--- config.mk ---
export PLATFORM = sky130hd
export DESIGN_NAME = dual_sync_async_serial_port
export DESIGN_NICKNAME = d
export VERILOG_FILES = /design/src/serial_port_pkg.sv /design/src/serial_channel.sv /design/src/dual_sync_async_serial_port.sv
export VERILOG_INCLUDE_DIRS = /design/src
export SDC_FILE = /design/constraint.sdc
export NUM_CORES = 2
export LEC_CHECK = 0
export BUFFER_PORTS_ARGS = -buffer_cell sky130_fd_sc_hd__buf_2
export CAP_MARGIN = 10
export CORE_MARGIN = 2
export CORE_UTILIZATION = 50
export CTS_CLUSTER_DIAMETER = 100
export DETAILED_ROUTE_END_ITERATION = 8
export MAX_ROUTING_LAYER = met4
export PLACE_DENSITY = 0.65
export SLEW_MARGIN = 20
export SYNTH_ARGS = -nofsm -noshare
export SYNTH_HDL_FRONTEND = slang
export SYNTH_SLANG_ARGS = --single-unit
export TNS_END_PERCENT = 30
--- constraint.sdc ---
create_clock -name clk_in -period 9.59 [get_ports clk_in]
set_input_delay 0.959 -clock clk_in [delete_from_list [all_inputs] [get_ports clk_in]]
set_output_delay 0.959 -clock clk_in [all_outputs]
set_load 0.1 [all_outputs]
--- src/serial_port_defs.svh ---
`ifndef SERIAL_PORT_DEFS_SVH
`define SERIAL_PORT_DEFS_SVH
`define CLK_HZ 27'h2625A00
`define FIFO_DEPTH 7'h40
`define FIFO_HALF 7'h20
`define FIFO_HALF_M1 7'h1F
`define FIFO_HALF_P1 7'h21
`define OFS_DATA 5'h00
`define OFS_CTRL 5'h04
`define OFS_RATE 5'h08
`define OFS_STAT 5'h0C
`define OFS_ISTS 8'h40
`define OFS_IMASK 8'h44
`define CTRL_SYNC 0
`define CTRL_EXTCLK 1
`define CTRL_RS423 2
`define CTRL_FAST 3
`define CTRL_RTS 4
`define CTRL_DTR 5
`define CTRL_RATE_LSB 8
`define CTRL_RATE_MSB 12
`define CTRL_MASK 32'h00001F3F
`define CTRL_RESET 32'h00000A00
`define RATE_RESET 19'h0FA00
`define SYNC_MIN 19'h0C350
`define SYNC_MAX 19'h3E800
`define IRQ_RX 0
`define IRQ_TX 1
`define IRQ_MODEM 2
`define IRQ_STRIDE 4
`endif

--- src/serial_port_pkg.sv ---
package serial_port_pkg;
  typedef enum logic [1:0] {
    ST_IDLE = 2'b00,
    ST_START = 2'b01,
    ST_DATA = 2'b10,
    ST_STOP = 2'b11
  } frame_state_e;
  typedef enum logic [2:0] {
    SEL_NONE = 3'b000,
    SEL_DATA = 3'b001,
    SEL_CTRL = 3'b010,
    SEL_RATE = 3'b011,
    SEL_STAT = 3'b100,
    SEL_ISTS = 3'b101,
    SEL_IMASK = 3'b110
  } reg_sel_e;
endpackage : serial_port_pkg

--- src/serial_channel.sv ---
`include "serial_port_defs.svh"
module serial_channel (
  input wire logic clk_in,
  input wire logic reset_n_in,
  input wire logic sync_mode_in,
  input wire logic ext_clk_sel_in,
  input wire logic [18:0] rate_in,
  input wire logic [7:0] tx_data_in,
  input wire logic tx_valid_in,
  output logic tx_take_out,
  output logic [7:0] rx_data_out,
  output logic rx_push_out,
  input wire logic ext_clk_in,
  input wire logic rxd_in,
  output logic sclk_out,
  output logic txd_out
);
  logic [1:0] meta_reg, meta_next, pin_reg, pin_next;
  logic ck_prev_reg, ck_prev_next, sclk_reg, sclk_next;
  logic [26:0] acc_reg, acc_next, sum;
  logic tick, ck, rise, fall, tstep, rstep;
  serial_port_pkg::frame_state_e tst_reg, tst_next, rst_reg, rst_next;
  logic [7:0] tsh_reg, tsh_next, rsh_reg, rsh_next, rdat_reg, rdat_next;
  logic [2:0] tcnt_reg, tcnt_next, rcnt_reg, rcnt_next;
  logic [3:0] tph_reg, tph_next, rph_reg, rph_next;
  logic txd_reg, txd_next, push_reg, push_next;

  // The accumulator adds 16x the rate (2x in sync) each cycle and wraps at the clock rate,
  // so every rate, 110 included, is exact on average.
  always_comb begin
    meta_next = {ext_clk_in, rxd_in};
    pin_next = meta_reg;
    sum = acc_reg + (sync_mode_in ? {7'h00, rate_in, 1'b0}
                                  : {4'h0, rate_in, 4'h0});
    tick = (sum >= `CLK_HZ);
    acc_next = tick ? sum - `CLK_HZ : sum;
    sclk_next = sclk_reg ^ (tick & sync_mode_in & ~ext_clk_sel_in);
    ck = ext_clk_sel_in ? pin_reg[1] : sclk_reg;
    ck_prev_next = ck;
    rise = ck & ~ck_prev_reg;
    fall = ~ck & ck_prev_reg;
  end

  always_ff @(posedge clk_in) begin
    if (!reset_n_in) begin
      meta_reg <= 2'h1;
      pin_reg <= 2'h1;
      acc_reg <= 27'h0000000;
      sclk_reg <= 1'b0;
      ck_prev_reg <= 1'b0;
    end else begin
      meta_reg <= meta_next;
      pin_reg <= pin_next;
      acc_reg <= acc_next;
      sclk_reg <= sclk_next;
      ck_prev_reg <= ck_prev_next;
    end
  end

  // Transmit: start, eight data bits, stop in async; a gapless stream in sync.
  always_comb begin
    tst_next = tst_reg;
    tsh_next = tsh_reg;
    tcnt_next = tcnt_reg;
    txd_next = txd_reg;
    tx_take_out = 1'b0;
    tph_next = tick ? tph_reg + 4'h1 : tph_reg;
    tstep = sync_mode_in ? fall : (tick && tph_reg == 4'hF);
    case (tst_reg)
      serial_port_pkg::ST_IDLE: begin
        txd_next = 1'b1;
        if (tx_valid_in && (sync_mode_in ? fall : tick)) begin
          tx_take_out = 1'b1;
          tcnt_next = 3'h0;
          tph_next = 4'h0;
          if (sync_mode_in) begin
            txd_next = tx_data_in[0];
            tsh_next = {1'b0, tx_data_in[7:1]};
            tst_next = serial_port_pkg::ST_DATA;
          end else begin
            txd_next = 1'b0;
            tsh_next = tx_data_in;
            tst_next = serial_port_pkg::ST_START;
          end
        end
      end
      serial_port_pkg::ST_START: begin
        if (tstep) begin
          txd_next = tsh_reg[0];
          tsh_next = {1'b0, tsh_reg[7:1]};
          tst_next = serial_port_pkg::ST_DATA;
        end
      end
      serial_port_pkg::ST_DATA: begin
        if (tstep && tcnt_reg != 3'h7) begin
          txd_next = tsh_reg[0];
          tsh_next = {1'b0, tsh_reg[7:1]};
          tcnt_next = tcnt_reg + 3'h1;
        end else if (tstep && sync_mode_in && tx_valid_in) begin
          tx_take_out = 1'b1;
          txd_next = tx_data_in[0];
          tsh_next = {1'b0, tx_data_in[7:1]};
          tcnt_next = 3'h0;
        end else if (tstep) begin
          txd_next = 1'b1;
          tst_next = sync_mode_in ? serial_port_pkg::ST_IDLE
                                  : serial_port_pkg::ST_STOP;
        end
      end
      serial_port_pkg::ST_STOP: begin
        if (tstep) begin
          tst_next = serial_port_pkg::ST_IDLE;
        end
      end
      default: tst_next = serial_port_pkg::ST_IDLE;
    endcase
  end

  always_ff @(posedge clk_in) begin
    if (!reset_n_in) begin
      tst_reg <= serial_port_pkg::ST_IDLE;
      tsh_reg <= 8'h00;
      tcnt_reg <= 3'h0;
      tph_reg <= 4'h0;
      txd_reg <= 1'b1;
    end else begin
      tst_reg <= tst_next;
      tsh_reg <= tsh_next;
      tcnt_reg <= tcnt_next;
      tph_reg <= tph_next;
      txd_reg <= txd_next;
    end
  end

  // Receive: async samples mid-bit at 16x; sync samples each rising edge.
  always_comb begin
    rst_next = rst_reg;
    rsh_next = rsh_reg;
    rcnt_next = rcnt_reg;
    rdat_next = rdat_reg;
    push_next = 1'b0;
    rph_next = tick ? rph_reg + 4'h1 : rph_reg;
    rstep = tick && rph_reg == 4'hF;
    if (sync_mode_in) begin
      rst_next = serial_port_pkg::ST_IDLE;
      if (rise) begin
        rsh_next = {pin_reg[0], rsh_reg[7:1]};
        rcnt_next = rcnt_reg + 3'h1;
        if (rcnt_reg == 3'h7) begin
          rdat_next = {pin_reg[0], rsh_reg[7:1]};
          push_next = 1'b1;
        end
      end
    end else begin
      case (rst_reg)
        serial_port_pkg::ST_IDLE: begin
          if (!pin_reg[0]) begin
            rst_next = serial_port_pkg::ST_START;
            rph_next = 4'h0;
          end
        end
        serial_port_pkg::ST_START: begin
          if (tick && rph_reg == 4'h7) begin
            rph_next = 4'h0;
            rcnt_next = 3'h0;
            rst_next = pin_reg[0] ? serial_port_pkg::ST_IDLE
                                  : serial_port_pkg::ST_DATA;
          end
        end
        serial_port_pkg::ST_DATA: begin
          if (rstep) begin
            rsh_next = {pin_reg[0], rsh_reg[7:1]};
            rcnt_next = rcnt_reg + 3'h1;
            if (rcnt_reg == 3'h7) begin
              rst_next = serial_port_pkg::ST_STOP;
            end
          end
        end
        serial_port_pkg::ST_STOP: begin
          if (rstep) begin
            rst_next = serial_port_pkg::ST_IDLE;
            rdat_next = rsh_reg;
            push_next = pin_reg[0];
          end
        end
        default: rst_next = serial_port_pkg::ST_IDLE;
      endcase
    end
  end

  always_ff @(posedge clk_in) begin
    if (!reset_n_in) begin
      rst_reg <= serial_port_pkg::ST_IDLE;
      rsh_reg <= 8'h00;
      rcnt_reg <= 3'h0;
      rph_reg <= 4'h0;
      rdat_reg <= 8'h00;
      push_reg <= 1'b0;
    end else begin
      rst_reg <= rst_next;
      rsh_reg <= rsh_next;
      rcnt_reg <= rcnt_next;
      rph_reg <= rph_next;
      rdat_reg <= rdat_next;
      push_reg <= push_next;
    end
  end

  assign rx_data_out = rdat_reg;
  assign rx_push_out = push_reg;
  assign sclk_out = sclk_reg;
  assign txd_out = txd_reg;
endmodule : serial_channel

--- src/dual_sync_async_serial_port.sv ---
// The register addresses and the APB slave port were decided locally.
`include "serial_port_defs.svh"
// Operation
// - Two independent channels, each with own pins.
// - Each channel sync or async, full modem lines.
// - 64-byte receive and transmit buffers per channel.
// - Interrupt when buffer level reaches 32 bytes.
// - Twenty async rates from 50 to 460800.
// - Async rates exact; 110 within one percent.
// - Sync internal clock 50 to 256 Kbaud.
// - Internal sync clock within one percent.
// - External sync bit clock up to 384 Kbaud.
// - Software selects RS-232 or RS-423 per channel.
// - Line standard resets to RS-232.
// - Software slew control: fast above 100 Kbaud.
// - All host access over the register bus.
module dual_sync_async_serial_port (
  input wire logic clk_in,
  input wire logic reset_n_in,
  input wire logic psel_in,
  input wire logic penable_in,
  input wire logic pwrite_in,
  input wire logic [7:0] paddr_in,
  input wire logic [31:0] pwdata_in,
  output logic [31:0] prdata_out,
  output logic pready_out,
  output logic pslverr_out,
  output logic irq_out,
  input wire logic [1:0] rxd_in,
  output logic [1:0] txd_out,
  input wire logic [1:0] ext_clk_in,
  output logic [1:0] sclk_out,
  output logic [1:0] rts_out,
  output logic [1:0] dtr_out,
  input wire logic [1:0] cts_in,
  input wire logic [1:0] dsr_in,
  input wire logic [1:0] dcd_in,
  input wire logic [1:0] ri_in,
  output logic [1:0] rs423_sel_out,
  output logic [1:0] fast_slew_out
);
  logic [1:0][31:0] ctrl_reg, ctrl_next;
  logic [1:0][18:0] rate_reg, rate_next, rate_sel;
  logic [7:0] ists_reg, ists_next, imask_reg, imask_next, ev, w1c;
  logic [1:0][63:0][7:0] rxm_reg, rxm_next, txm_reg, txm_next;
  logic [1:0][5:0] rxw_reg, rxw_next, rxr_reg, rxr_next;
  logic [1:0][5:0] txw_reg, txw_next, txr_reg, txr_next;
  logic [1:0][6:0] rxc_reg, rxc_next, txc_reg, txc_next;
  logic [31:0] prdata_reg, prdata_next;
  logic perr_reg, perr_next, popok_reg, popok_next;
  logic [1:0][3:0] mm_reg, mm_next, ms_reg, ms_next, mp_reg, mp_next;
  logic [1:0] take, chan_push, tx_push, rx_push, rx_pop;
  logic [1:0][7:0] chan_byte;
  logic setup, access, ch;
  serial_port_pkg::reg_sel_e sel;

  function automatic serial_port_pkg::reg_sel_e reg_code(
      input logic [7:0] a);
    serial_port_pkg::reg_sel_e r;
    r = serial_port_pkg::SEL_NONE;
    if (a == `OFS_ISTS) begin
      r = serial_port_pkg::SEL_ISTS;
    end else if (a == `OFS_IMASK) begin
      r = serial_port_pkg::SEL_IMASK;
    end else if (a[7:6] != 2'h0) begin
      r = serial_port_pkg::SEL_NONE;
    end else if (a[4:0] == `OFS_DATA) begin
      r = serial_port_pkg::SEL_DATA;
    end else if (a[4:0] == `OFS_CTRL) begin
      r = serial_port_pkg::SEL_CTRL;
    end else if (a[4:0] == `OFS_RATE) begin
      r = serial_port_pkg::SEL_RATE;
    end else if (a[4:0] == `OFS_STAT) begin
      r = serial_port_pkg::SEL_STAT;
    end
    return r;
  endfunction : reg_code

  // Out-of-range indexes fall back to 9600 baud.
  function automatic logic [18:0] async_baud(input logic [4:0] idx);
    logic [18:0] b;
    case (idx)
      5'h00: b = 19'h00032;
      5'h01: b = 19'h0004B;
      5'h02: b = 19'h0006E;
      5'h03: b = 19'h000C8;
      5'h04: b = 19'h0012C;
      5'h05: b = 19'h00258;
      5'h06: b = 19'h004B0;
      5'h07: b = 19'h00708;
      5'h08: b = 19'h00960;
      5'h09: b = 19'h012C0;
      5'h0B: b = 19'h04B00;
      5'h0C: b = 19'h09600;
      5'h0D: b = 19'h0E100;
      5'h0E: b = 19'h12C00;
      5'h0F: b = 19'h1C200;
      5'h10: b = 19'h25800;
      5'h11: b = 19'h38400;
      5'h12: b = 19'h4B000;
      5'h13: b = 19'h70800;
      default: b = 19'h02580;
    endcase
    return b;
  endfunction : async_baud

  function automatic logic [18:0] sync_clamp(input logic [18:0] r);
    logic [18:0] c;
    c = r;
    if (r < `SYNC_MIN) begin
      c = `SYNC_MIN;
    end else if (r > `SYNC_MAX) begin
      c = `SYNC_MAX;
    end
    return c;
  endfunction : sync_clamp

  assign setup = psel_in & ~penable_in;
  assign access = psel_in & penable_in;
  assign ch = paddr_in[5];
  assign sel = reg_code(paddr_in);

  always_comb begin
    ctrl_next = ctrl_reg;
    rate_next = rate_reg;
    imask_next = imask_reg;
    rxm_next = rxm_reg;
    txm_next = txm_reg;
    rxw_next = rxw_reg;
    rxr_next = rxr_reg;
    txw_next = txw_reg;
    txr_next = txr_reg;
    prdata_next = prdata_reg;
    perr_next = perr_reg;
    popok_next = popok_reg;
    ev = 8'h00;
    w1c = 8'h00;
    // Read data is latched in the setup cycle; a pop happens only if the
    // byte that was latched really existed.
    if (setup) begin
      prdata_next = 32'h00000000;
      perr_next = 1'b0;
      popok_next = 1'b0;
      if (sel == serial_port_pkg::SEL_DATA) begin
        prdata_next = {24'h000000, rxm_reg[ch][rxr_reg[ch]]};
        popok_next = (rxc_reg[ch] != 7'h00);
      end else if (sel == serial_port_pkg::SEL_CTRL) begin
        prdata_next = ctrl_reg[ch];
      end else if (sel == serial_port_pkg::SEL_RATE) begin
        prdata_next = {13'h0000, rate_reg[ch]};
      end else if (sel == serial_port_pkg::SEL_STAT) begin
        prdata_next = {12'h000, ms_reg[ch], 1'b0, txc_reg[ch], 1'b0,
                       rxc_reg[ch]};
      end else if (sel == serial_port_pkg::SEL_ISTS) begin
        prdata_next = {24'h000000, ists_reg};
      end else if (sel == serial_port_pkg::SEL_IMASK) begin
        prdata_next = {24'h000000, imask_reg};
      end else begin
        perr_next = 1'b1;
      end
    end
    if (access && pwrite_in) begin
      if (sel == serial_port_pkg::SEL_CTRL) begin
        ctrl_next[ch] = pwdata_in & `CTRL_MASK;
      end else if (sel == serial_port_pkg::SEL_RATE) begin
        rate_next[ch] = pwdata_in[18:0];
      end else if (sel == serial_port_pkg::SEL_ISTS) begin
        w1c = pwdata_in[7:0];
      end else if (sel == serial_port_pkg::SEL_IMASK) begin
        imask_next = pwdata_in[7:0];
      end
    end
    for (int c = 0; c < 2; c++) begin
      tx_push[c] = access && pwrite_in && ch == c[0] &&
                   sel == serial_port_pkg::SEL_DATA &&
                   txc_reg[c] < `FIFO_DEPTH;
      rx_pop[c] = access && !pwrite_in && ch == c[0] && popok_reg &&
                  sel == serial_port_pkg::SEL_DATA;
      rx_push[c] = chan_push[c] && rxc_reg[c] < `FIFO_DEPTH;
      if (tx_push[c]) begin
        txm_next[c][txw_reg[c]] = pwdata_in[7:0];
        txw_next[c] = txw_reg[c] + 6'h01;
      end
      if (take[c]) begin
        txr_next[c] = txr_reg[c] + 6'h01;
      end
      if (rx_push[c]) begin
        rxm_next[c][rxw_reg[c]] = chan_byte[c];
        rxw_next[c] = rxw_reg[c] + 6'h01;
      end
      if (rx_pop[c]) begin
        rxr_next[c] = rxr_reg[c] + 6'h01;
      end
      txc_next[c] = txc_reg[c] + {6'h00, tx_push[c]} - {6'h00, take[c]};
      rxc_next[c] = rxc_reg[c] + {6'h00, rx_push[c]} - {6'h00, rx_pop[c]};
      ev[c * `IRQ_STRIDE + `IRQ_RX] = rxc_reg[c] == `FIFO_HALF_M1 &&
                                      rxc_next[c] == `FIFO_HALF;
      ev[c * `IRQ_STRIDE + `IRQ_TX] = txc_reg[c] == `FIFO_HALF_P1 &&
                                      txc_next[c] == `FIFO_HALF;
      ev[c * `IRQ_STRIDE + `IRQ_MODEM] = ms_reg[c] != mp_reg[c];
    end
    // A new event in the same cycle as its clear keeps the bit set.
    ists_next = (ists_reg & ~w1c) | ev;
  end

  always_ff @(posedge clk_in) begin
    rxm_reg <= rxm_next;
    txm_reg <= txm_next;
  end

  always_ff @(posedge clk_in) begin
    if (!reset_n_in) begin
      ctrl_reg <= {2{`CTRL_RESET}};
      rate_reg <= {2{`RATE_RESET}};
      ists_reg <= 8'h00;
      imask_reg <= 8'h00;
      rxw_reg <= 12'h000;
      rxr_reg <= 12'h000;
      txw_reg <= 12'h000;
      txr_reg <= 12'h000;
      rxc_reg <= 14'h0000;
      txc_reg <= 14'h0000;
      prdata_reg <= 32'h00000000;
      perr_reg <= 1'b0;
      popok_reg <= 1'b0;
    end else begin
      ctrl_reg <= ctrl_next;
      rate_reg <= rate_next;
      ists_reg <= ists_next;
      imask_reg <= imask_next;
      rxw_reg <= rxw_next;
      rxr_reg <= rxr_next;
      txw_reg <= txw_next;
      txr_reg <= txr_next;
      rxc_reg <= rxc_next;
      txc_reg <= txc_next;
      prdata_reg <= prdata_next;
      perr_reg <= perr_next;
      popok_reg <= popok_next;
    end
  end

  // Modem status lines pass two flip-flops before change detection.
  always_comb begin
    for (int c = 0; c < 2; c++) begin
      mm_next[c] = {ri_in[c], dcd_in[c], dsr_in[c], cts_in[c]};
    end
    ms_next = mm_reg;
    mp_next = ms_reg;
  end

  always_ff @(posedge clk_in) begin
    if (!reset_n_in) begin
      mm_reg <= 8'h00;
      ms_reg <= 8'h00;
      mp_reg <= 8'h00;
    end else begin
      mm_reg <= mm_next;
      ms_reg <= ms_next;
      mp_reg <= mp_next;
    end
  end

  for (genvar g = 0; g < 2; g++) begin : chan
    assign rate_sel[g] = ctrl_reg[g][`CTRL_SYNC]
        ? sync_clamp(rate_reg[g])
        : async_baud(ctrl_reg[g][`CTRL_RATE_MSB:`CTRL_RATE_LSB]);
    serial_channel u_chan (
      .clk_in(clk_in),
      .reset_n_in(reset_n_in),
      .sync_mode_in(ctrl_reg[g][`CTRL_SYNC]),
      .ext_clk_sel_in(ctrl_reg[g][`CTRL_EXTCLK]),
      .rate_in(rate_sel[g]),
      .tx_data_in(txm_reg[g][txr_reg[g]]),
      .tx_valid_in(txc_reg[g] != 7'h00),
      .tx_take_out(take[g]),
      .rx_data_out(chan_byte[g]),
      .rx_push_out(chan_push[g]),
      .ext_clk_in(ext_clk_in[g]),
      .rxd_in(rxd_in[g]),
      .sclk_out(sclk_out[g]),
      .txd_out(txd_out[g])
    );
    assign rts_out[g] = ctrl_reg[g][`CTRL_RTS];
    assign dtr_out[g] = ctrl_reg[g][`CTRL_DTR];
    assign rs423_sel_out[g] = ctrl_reg[g][`CTRL_RS423];
    assign fast_slew_out[g] = ctrl_reg[g][`CTRL_FAST];
  end

  assign prdata_out = prdata_reg;
  assign pready_out = access;
  assign pslverr_out = access & perr_reg;
  assign irq_out = |(ists_reg & imask_reg);
endmodule : dual_sync_async_serial_port

Word-level counts from Yosys, hierarchy flattened
Memories as Yosys holds them, arrays and structs flattened. A register that Yosys moved wholly into a read port is not among the register bits. Index checks and enable logic that the tools add are counted.

Memories: 2. Memory bits (read-only): 1216. Input port bits: 57. Output and inout bits: 47. Logic and storage cells: 767. Bits in registers: 2454.

Add/subtract/negate cells: 28. Bitwise operators: 29. Equality and inequality tests: 77. Reduce and logical (&&, ||, !) cells: 83. $lt $le $gt $ge: 23. Mux-type cells: 210.

Memory list: (no name shown) (words 32, bits a word 19, rd ports 1, clocked after memory_dff 1, wr ports 0, RTL line dual_sync_async_serial_port.sv:82) `case (idx)`; (no name shown) (words 32, bits a word 19, rd ports 1, clocked after memory_dff 1, wr ports 0, RTL line dual_sync_async_serial_port.sv:82).

Operators with widths (count): 512-bit bitwise mux (4); 512-bit two-way mux (2); 8-bit two-way mux (41); 8-bit demux with 6-bit select (4); 19-bit two-way mux (9); 32-bit two-way mux (5); 8-bit binary-select mux with 6-bit select (3); 64-bit bitwise mux (1); 4-bit two-way mux (16); 3-bit two-way mux (21); 2-bit two-way mux (28); 27-bit adder (2); 27-bit by 26-bit greater-or-equal comparator with 1-bit output, second input constant (2); 27-bit two-way mux (2); 27-bit by 26-bit subtractor with 27-bit output, second input constant (2); 6-bit by 7-bit < comparator with 1-bit output, second input constant (7); 6-bit by 1-bit adder with 6-bit output, second input constant (8); 8-bit one-hot mux with 3 select lines (2); 23-bit two-way mux (2); 7-bit by 6-bit equality test with 1-bit output, second input constant (6); 1-bit two-way mux (41); 20-bit two-way mux (2); 2-bit by 1-bit != test with 1-bit output, second input constant (20); 1-bit logical AND (39); other kinds (57) (181).

Logic depth before layout (Yosys ltp)
Depth after elaboration: 18. Gate-level depth with buffers: 40. Gate-level depth less buffers: 39.

By module
A second synthesis with hierarchy kept.

Cell total of the unflattened synthesis: 6955. Area total of the unflattened synthesis: 102971.3 µm².

Modules (own cells, without submodules): dual_sync_async_serial_port (times used 1, area each 91859.4 µm², seq. area each 66223.5 µm², cells an instance 5583); serial_channel at chan[0].u_chan (times used 1, area each 5595.4 µm², seq. area each 1521.5 µm², cells an instance 686); serial_channel at chan[1].u_chan (times used 1, area each 5516.5 µm², seq. area each 1521.5 µm², cells an instance 686).

Worst setup path after synthesis
OpenSTA, ideal clock, no wires.

Path kind: flip-flop to flip-flop. Start point: register rate_reg[23] (netlist name). End point: register ists_reg[5]. Required time: 9462 ps. Path buffers: 0. Clock period less this slack: 7196 ps. Slack: 2394 ps. Stages on the path, launching flop included: 40. Arrival time: 7069 ps. Setup time: 128 ps. Cell sequence: dfxtp_1 o21a_1 o211ai_1 a21oi_1 nor4_1 nor2_1 and2_1 ha_1 fa_1 a211oi_2 o21a_1 o21a_1 xnor2_1 ha_1 nand2_1 or4_1 o41ai_1 a2111oi_0 (+4 left out) inv_1 ha_1 inv_1 ha_1 inv_1 fa_1 inv_1 a21oi_1 nor2_1 nor2_1 inv_1 a21oi_1 nor2_1 nor2_1 xnor2_1 nor3_1 a21oi_1 nor2_1.

Word-level cells in the longest chain between the ends: 18. Elaborated cells between the ends (all ways): 23. Classes of those cells: add/sub (2); order compare (3); eq/ne (1); mux (10); bitwise (1); reduce/logical (6).

Ends and longest elaborated chain: start, declared (RTL line dual_sync_async_serial_port.sv:43) `logic [1:0][18:0] rate_reg, rate_next, rate_sel;`; start signal, assigned (RTL line dual_sync_async_serial_port.sv:214) `` rate_reg <= {2{`RATE_RESET}}; ``; start signal, assigned (RTL line dual_sync_async_serial_port.sv:228) `rate_reg <= rate_next;`; 19-bit by 18-bit > comparator with 1-bit output (no line); 19-bit two-way mux (RTL line dual_sync_async_serial_port.sv:112) `` end else if (r > `SYNC_MAX) begin ``; 19-bit two-way mux * (RTL line dual_sync_async_serial_port.sv:110) `` if (r < `SYNC_MIN) begin ``; 19-bit two-way mux * (RTL line dual_sync_async_serial_port.sv:265) `` assign rate_sel[g] = ctrl_reg[g][`CTRL_SYNC] ``; 23-bit two-way mux * (RTL line serial_channel.sv:33) `sum = acc_reg + (sync_mode_in ? {7'h00, rate_in, 1'b0}`; 27-bit adder * (RTL line serial_channel.sv:33); 27-bit by 26-bit greater-or-equal comparator with 1-bit output (no line) *; 1-bit logical AND (RTL line serial_channel.sv:68) `tstep = sync_mode_in ? fall : (tick && tph_reg == 4'hF);`; (+3 left out); 1-bit two-way mux (RTL line serial_channel.sv:99) `end else if (tstep && sync_mode_in && tx_valid_in) begin`; 1-bit two-way mux (RTL line serial_channel.sv:95) `if (tstep && tcnt_reg != 3'h7) begin`; 1-bit one-hot mux with 2 select lines * (RTL line serial_channel.sv:69) `case (tst_reg)`; net chan[1].u_chan.tx_take_out (RTL line serial_channel.sv:10) `output logic tx_take_out,`; 7-bit by 1-bit subtractor with 7-bit output * (RTL line dual_sync_async_serial_port.sv:194) `txc_next[c] = txc_reg[c] + {6'h00, tx_push[c]} - {6'h00, take[c]};`; 7-bit by 6-bit equality test with 1-bit output (no line) *; 1-bit logical AND (no line) *; 8-bit by 7-bit OR with 8-bit output * (RTL line dual_sync_async_serial_port.sv:203) `ists_next = (ists_reg & ~w1c) | ev;`; end signal, assigned (RTL line dual_sync_async_serial_port.sv:229) `ists_reg <= ists_next;`; end, declared (RTL line dual_sync_async_serial_port.sv:44) `logic [7:0] ists_reg, ists_next, imask_reg, imask_next, ev, w1c;`.

Mark *: on every way through the listed nets, which the timed path passes. The rest lies on a longest branch. A chain may end at the register's enable or synchronous reset.

Worst setup path after layout
Start point: register rate_reg[24] (netlist name). End point: register ists_reg[5].

The elaborated chain is that of the path after synthesis.

==> impl_results.md <==
* Worst Skew at 102.3 ps
* Least-Margin Pin Slew at 1136 ps
* Die area at 208,100 µm²
* Slowest stage delay, CP at 730 ps
* Most used flip-flop cell after synthesis: edfxtp_1
* Metal3 WL at 18,190 µm
* YS warnings at 0
* Vias/cell at 6.137
* Mapped cell area at 102,200 µm²
* GR Overflow Total at 0
* Clock Latency Late Sink at 910 ps
* M1 WL at 108,900 µm
* Count leader, synth: edfxtp_1
* CP Capture Type: flip-flop
* Async SR Flop Fraction at 0%
* Post-CTS resize count at 0
* Worst Path Buf+Inv at 6
* Top post-synthesis cells by area: edfxtp_1, mux4_2, dfxtp_1
* Cts hold-fix bufs at 0
* Syn-to-layout area delta at 10.75%
* Fmax at 116.5 MHz
* Vias at 59.48k
* Setup_tns at 0 ps
* Maximum vdd ir drop at 0.0002149 V
* Worst Path Max Fanout at 10
* CTS Sinks at 2,436
* Commonest cells in the netlist: edfxtp_1, nor2_1, nand2_1, mux4_2, dfxtp_1
* First-pass GRT wire length at 382,100 µm
* Hold path cells at 2
* Cell Rows at 165
* Post-Syn Instances at 6,824
* DP Cell Count at 9,238
* Final hold vios at 0
* Worst path depth at 40
* Root cell of the clock tree: clkbuf_16
* RD Place Congestion at 0.8837
* Final Core Density at 55.85%
* CP Class: reg -> reg
* Reg2reg end: ists_reg[5]$_SDFF_PN0_
* Worst hold path class: in -> reg
* Met2 wire len at 123,500 µm
* Deepest clock path buffer count at 3
* Max cap viols at 0
* Launching element type of the critical path: flip-flop
* Highest Signal Layer: met4
* Static Leak at 37.98 nW
* Placeable Area at 202,700 µm²
* WL final at 257,500 µm
* Tot GR Track Use at 25.08%
* Multi-input combinational cell area at 31,030 µm²
* Final std cells w/o fill at 9,692
* H-tree depth at 4
* CTS tree: built
* NumNets Final at 7,000
* Share of layout cells above drive strength 1 at 15.22%
* Final period util at 89.52%
* Clock transition at path regs at 60 ps
* CP delay by family, top: compound AO/OA/AOI/OAI gates
* Synth cell types at 106
* IO Port Bufs at 78
* #FFs+latches synth at 2,436
* IO Pins at 104
* Synth top area share at 60.15%
* Pins Over Slew Limit at 0
* Die X at 456.2 µm
* CP most frequent cell: nor2_1
* CTS Buf Count at 239
* Crit path DAT at 9360 ps
* Setup violators final at 0
* Yosys top cell by area: edfxtp_1
* Number of synthesized flops with an enable pin at 2,048
* Slew headroom at 24.07%
* Setup repair after global routing missed its margin: no
* Total power per unit cell area at 190.6 nW/µm²
* Largest net degree at the start of global routing at 109
* DP HPWL at 154,500 µm
* Minimum clock period at 8585 ps
* Drt first-iter violations at 6,870
* Reg2Reg Depth at 40
* Status: completed
* Reg-to-reg startpoint: rate_reg[24]$_SDFFE_PN0P_
* Register area share after synthesis at 67.75%
* Initial Util at 50.43%
* Post-Syn Area per Cell at 14.98 µm²
* Initial antenna violation count at 6
* Post-CTS Repair Setup Buffers at 0
* DRC Markers at 0
* CP Data Required Time at 10,370 ps
* First drt pass iteration count at 6
* FF/Latch Area at 69,320 µm²
* Slack of the worst reg-to-reg path at 1010 ps
* Die H at 456.2 µm
* End of the worst hold path: chan[1].u_chan.meta_reg[1]$_SDFF_PN0_
* Routed len/inst at 26.57 µm
* Remaining antenna violation count at 0
* HP Start: ext_clk_in[1]
* Fill count at 15.79k
* CP max-delay cell: nor4_1
* Vias in the first global route at 58.18k
[layout make-up]
cell class                 instances  share of cell area, %
antenna                            4               0.008840
clock buffer                     306                  5.698
clock inverter                   144                  1.404
inverter                          92                 0.3116
multi-input combinational       3879                  27.41
sequential                      2436                  61.22
tap                             2672                  2.953
timing repair buffer             159                  1.002
[per-layer routing]
metal  global-route usage [%]  up-vias
li1                         -    26300
met1                    34.50    30400
met2                    39.15     2349
met3                    3.922      433
met4                    6.803        0
met5                        -        -
[worst max-delay path by stage]
stage / from / end / slack (ps)
3_3_place_gp: rate_reg[29]$_SDFFE_PN0P_ / ists_reg[5]$_SDFF_PN0_ / 1000
4_1_cts: rate_reg[24]$_SDFFE_PN0P_ / ists_reg[5]$_SDFF_PN0_ / 930
5_1_grt: rate_reg[29]$_SDFFE_PN0P_ / ists_reg[5]$_SDFF_PN0_ / 210
3_5_place_dp: rate_reg[24]$_SDFFE_PN0P_ / ists_reg[5]$_SDFF_PN0_ / 1000
2_1_floorplan: rate_reg[23]$_SDFFE_PN0P_ / ists_reg[5]$_SDFF_PN0_ / 2390
6_report: rate_reg[24]$_SDFFE_PN0P_ / ists_reg[5]$_SDFF_PN0_ / 1010
[worst reg2reg max path, delay by kind of cell, from the launching register on]
kind,cells,cell delay (ps)
compound gates,14,2960
simple gates,12,2510
fa+ha+maj,6,1700
buf+inv,6,560
flops,1,380
xor+xnor,2,380
[per-stage QoR]
stage | area [µm²] | setup slack [ps] | total power [mW] | hold slack (ps)
6_report | 113200 | 1005 | 21.58 | 254.6
2_1_floorplan | 102300 | 2394 | 12.08 | 386.3
3_5_place_dp | 105200 | 998.9 | 12.28 | 415.3
5_1_grt | 113200 | 205.8 | 22.16 | 229.8
4_1_cts | 113200 | 929.5 | 21.72 | 193.4
3_3_place_gp | 105200 | 1000 | 12.27 | 405.5
[cells in the final DEF, fill, tap and decap left out, types with 18 or more instances in the layout]
master,netlist,layout
a21oi_1,327,327
nor2b_1,32,31
and2_1,149,149
a311oi_1,45,45
clkinv_2,0,50
nand2_1,498,497
nand3_1,91,91
nor2_1,662,662
clkbuf_1,290,45
clkbuf_16,0,239
xor2_1,63,63
edfxtp_1,2048,2048
nand2b_1,24,22
mux4_2,401,401
clkbuf_8,0,22
a21o_1,28,28
mux2_2,47,46
a211oi_1,121,121
or3_1,23,23
o22ai_1,66,66
nand4_1,37,37
buf_2,30,68
a31oi_1,36,36
inv_1,89,89
dfxtp_1,388,364
o21a_1,18,18
mux2i_1,346,340
nor4_1,47,46
ha_1,130,130
clkinv_1,2,44
buf_4,25,81
nor3_1,96,92
xnor2_1,77,77
o221ai_1,75,75
o21ai_0,159,159
bufinv_16,0,24
[power breakdown]
group / total [mW] / switching, mW / internal (mW) / leakage (nW)
clock: 9.53 / 4.11 / 5.42 / 3.93
sequential: 11.4 / 0.0179 / 11.4 / 23.0
combinational: 0.632 / 0.439 / 0.194 / 11.0
[cell families after synthesis]
logic type | after synthesis | synth area share (%)
AND/OR/NAND/NOR | 1757 | 7.845
flip-flops | 2436 | 67.75
other | 1 | 0.003668
multiplexers | 794 | 12.74
XOR/XNOR | 140 | 1.199
AO/OA/AOI/OAI | 1040 | 6.707
adder cells (fa/ha/maj) | 136 | 1.708
buffers and inverters | 520 | 2.053
Power figures use the tool's default switching activity.
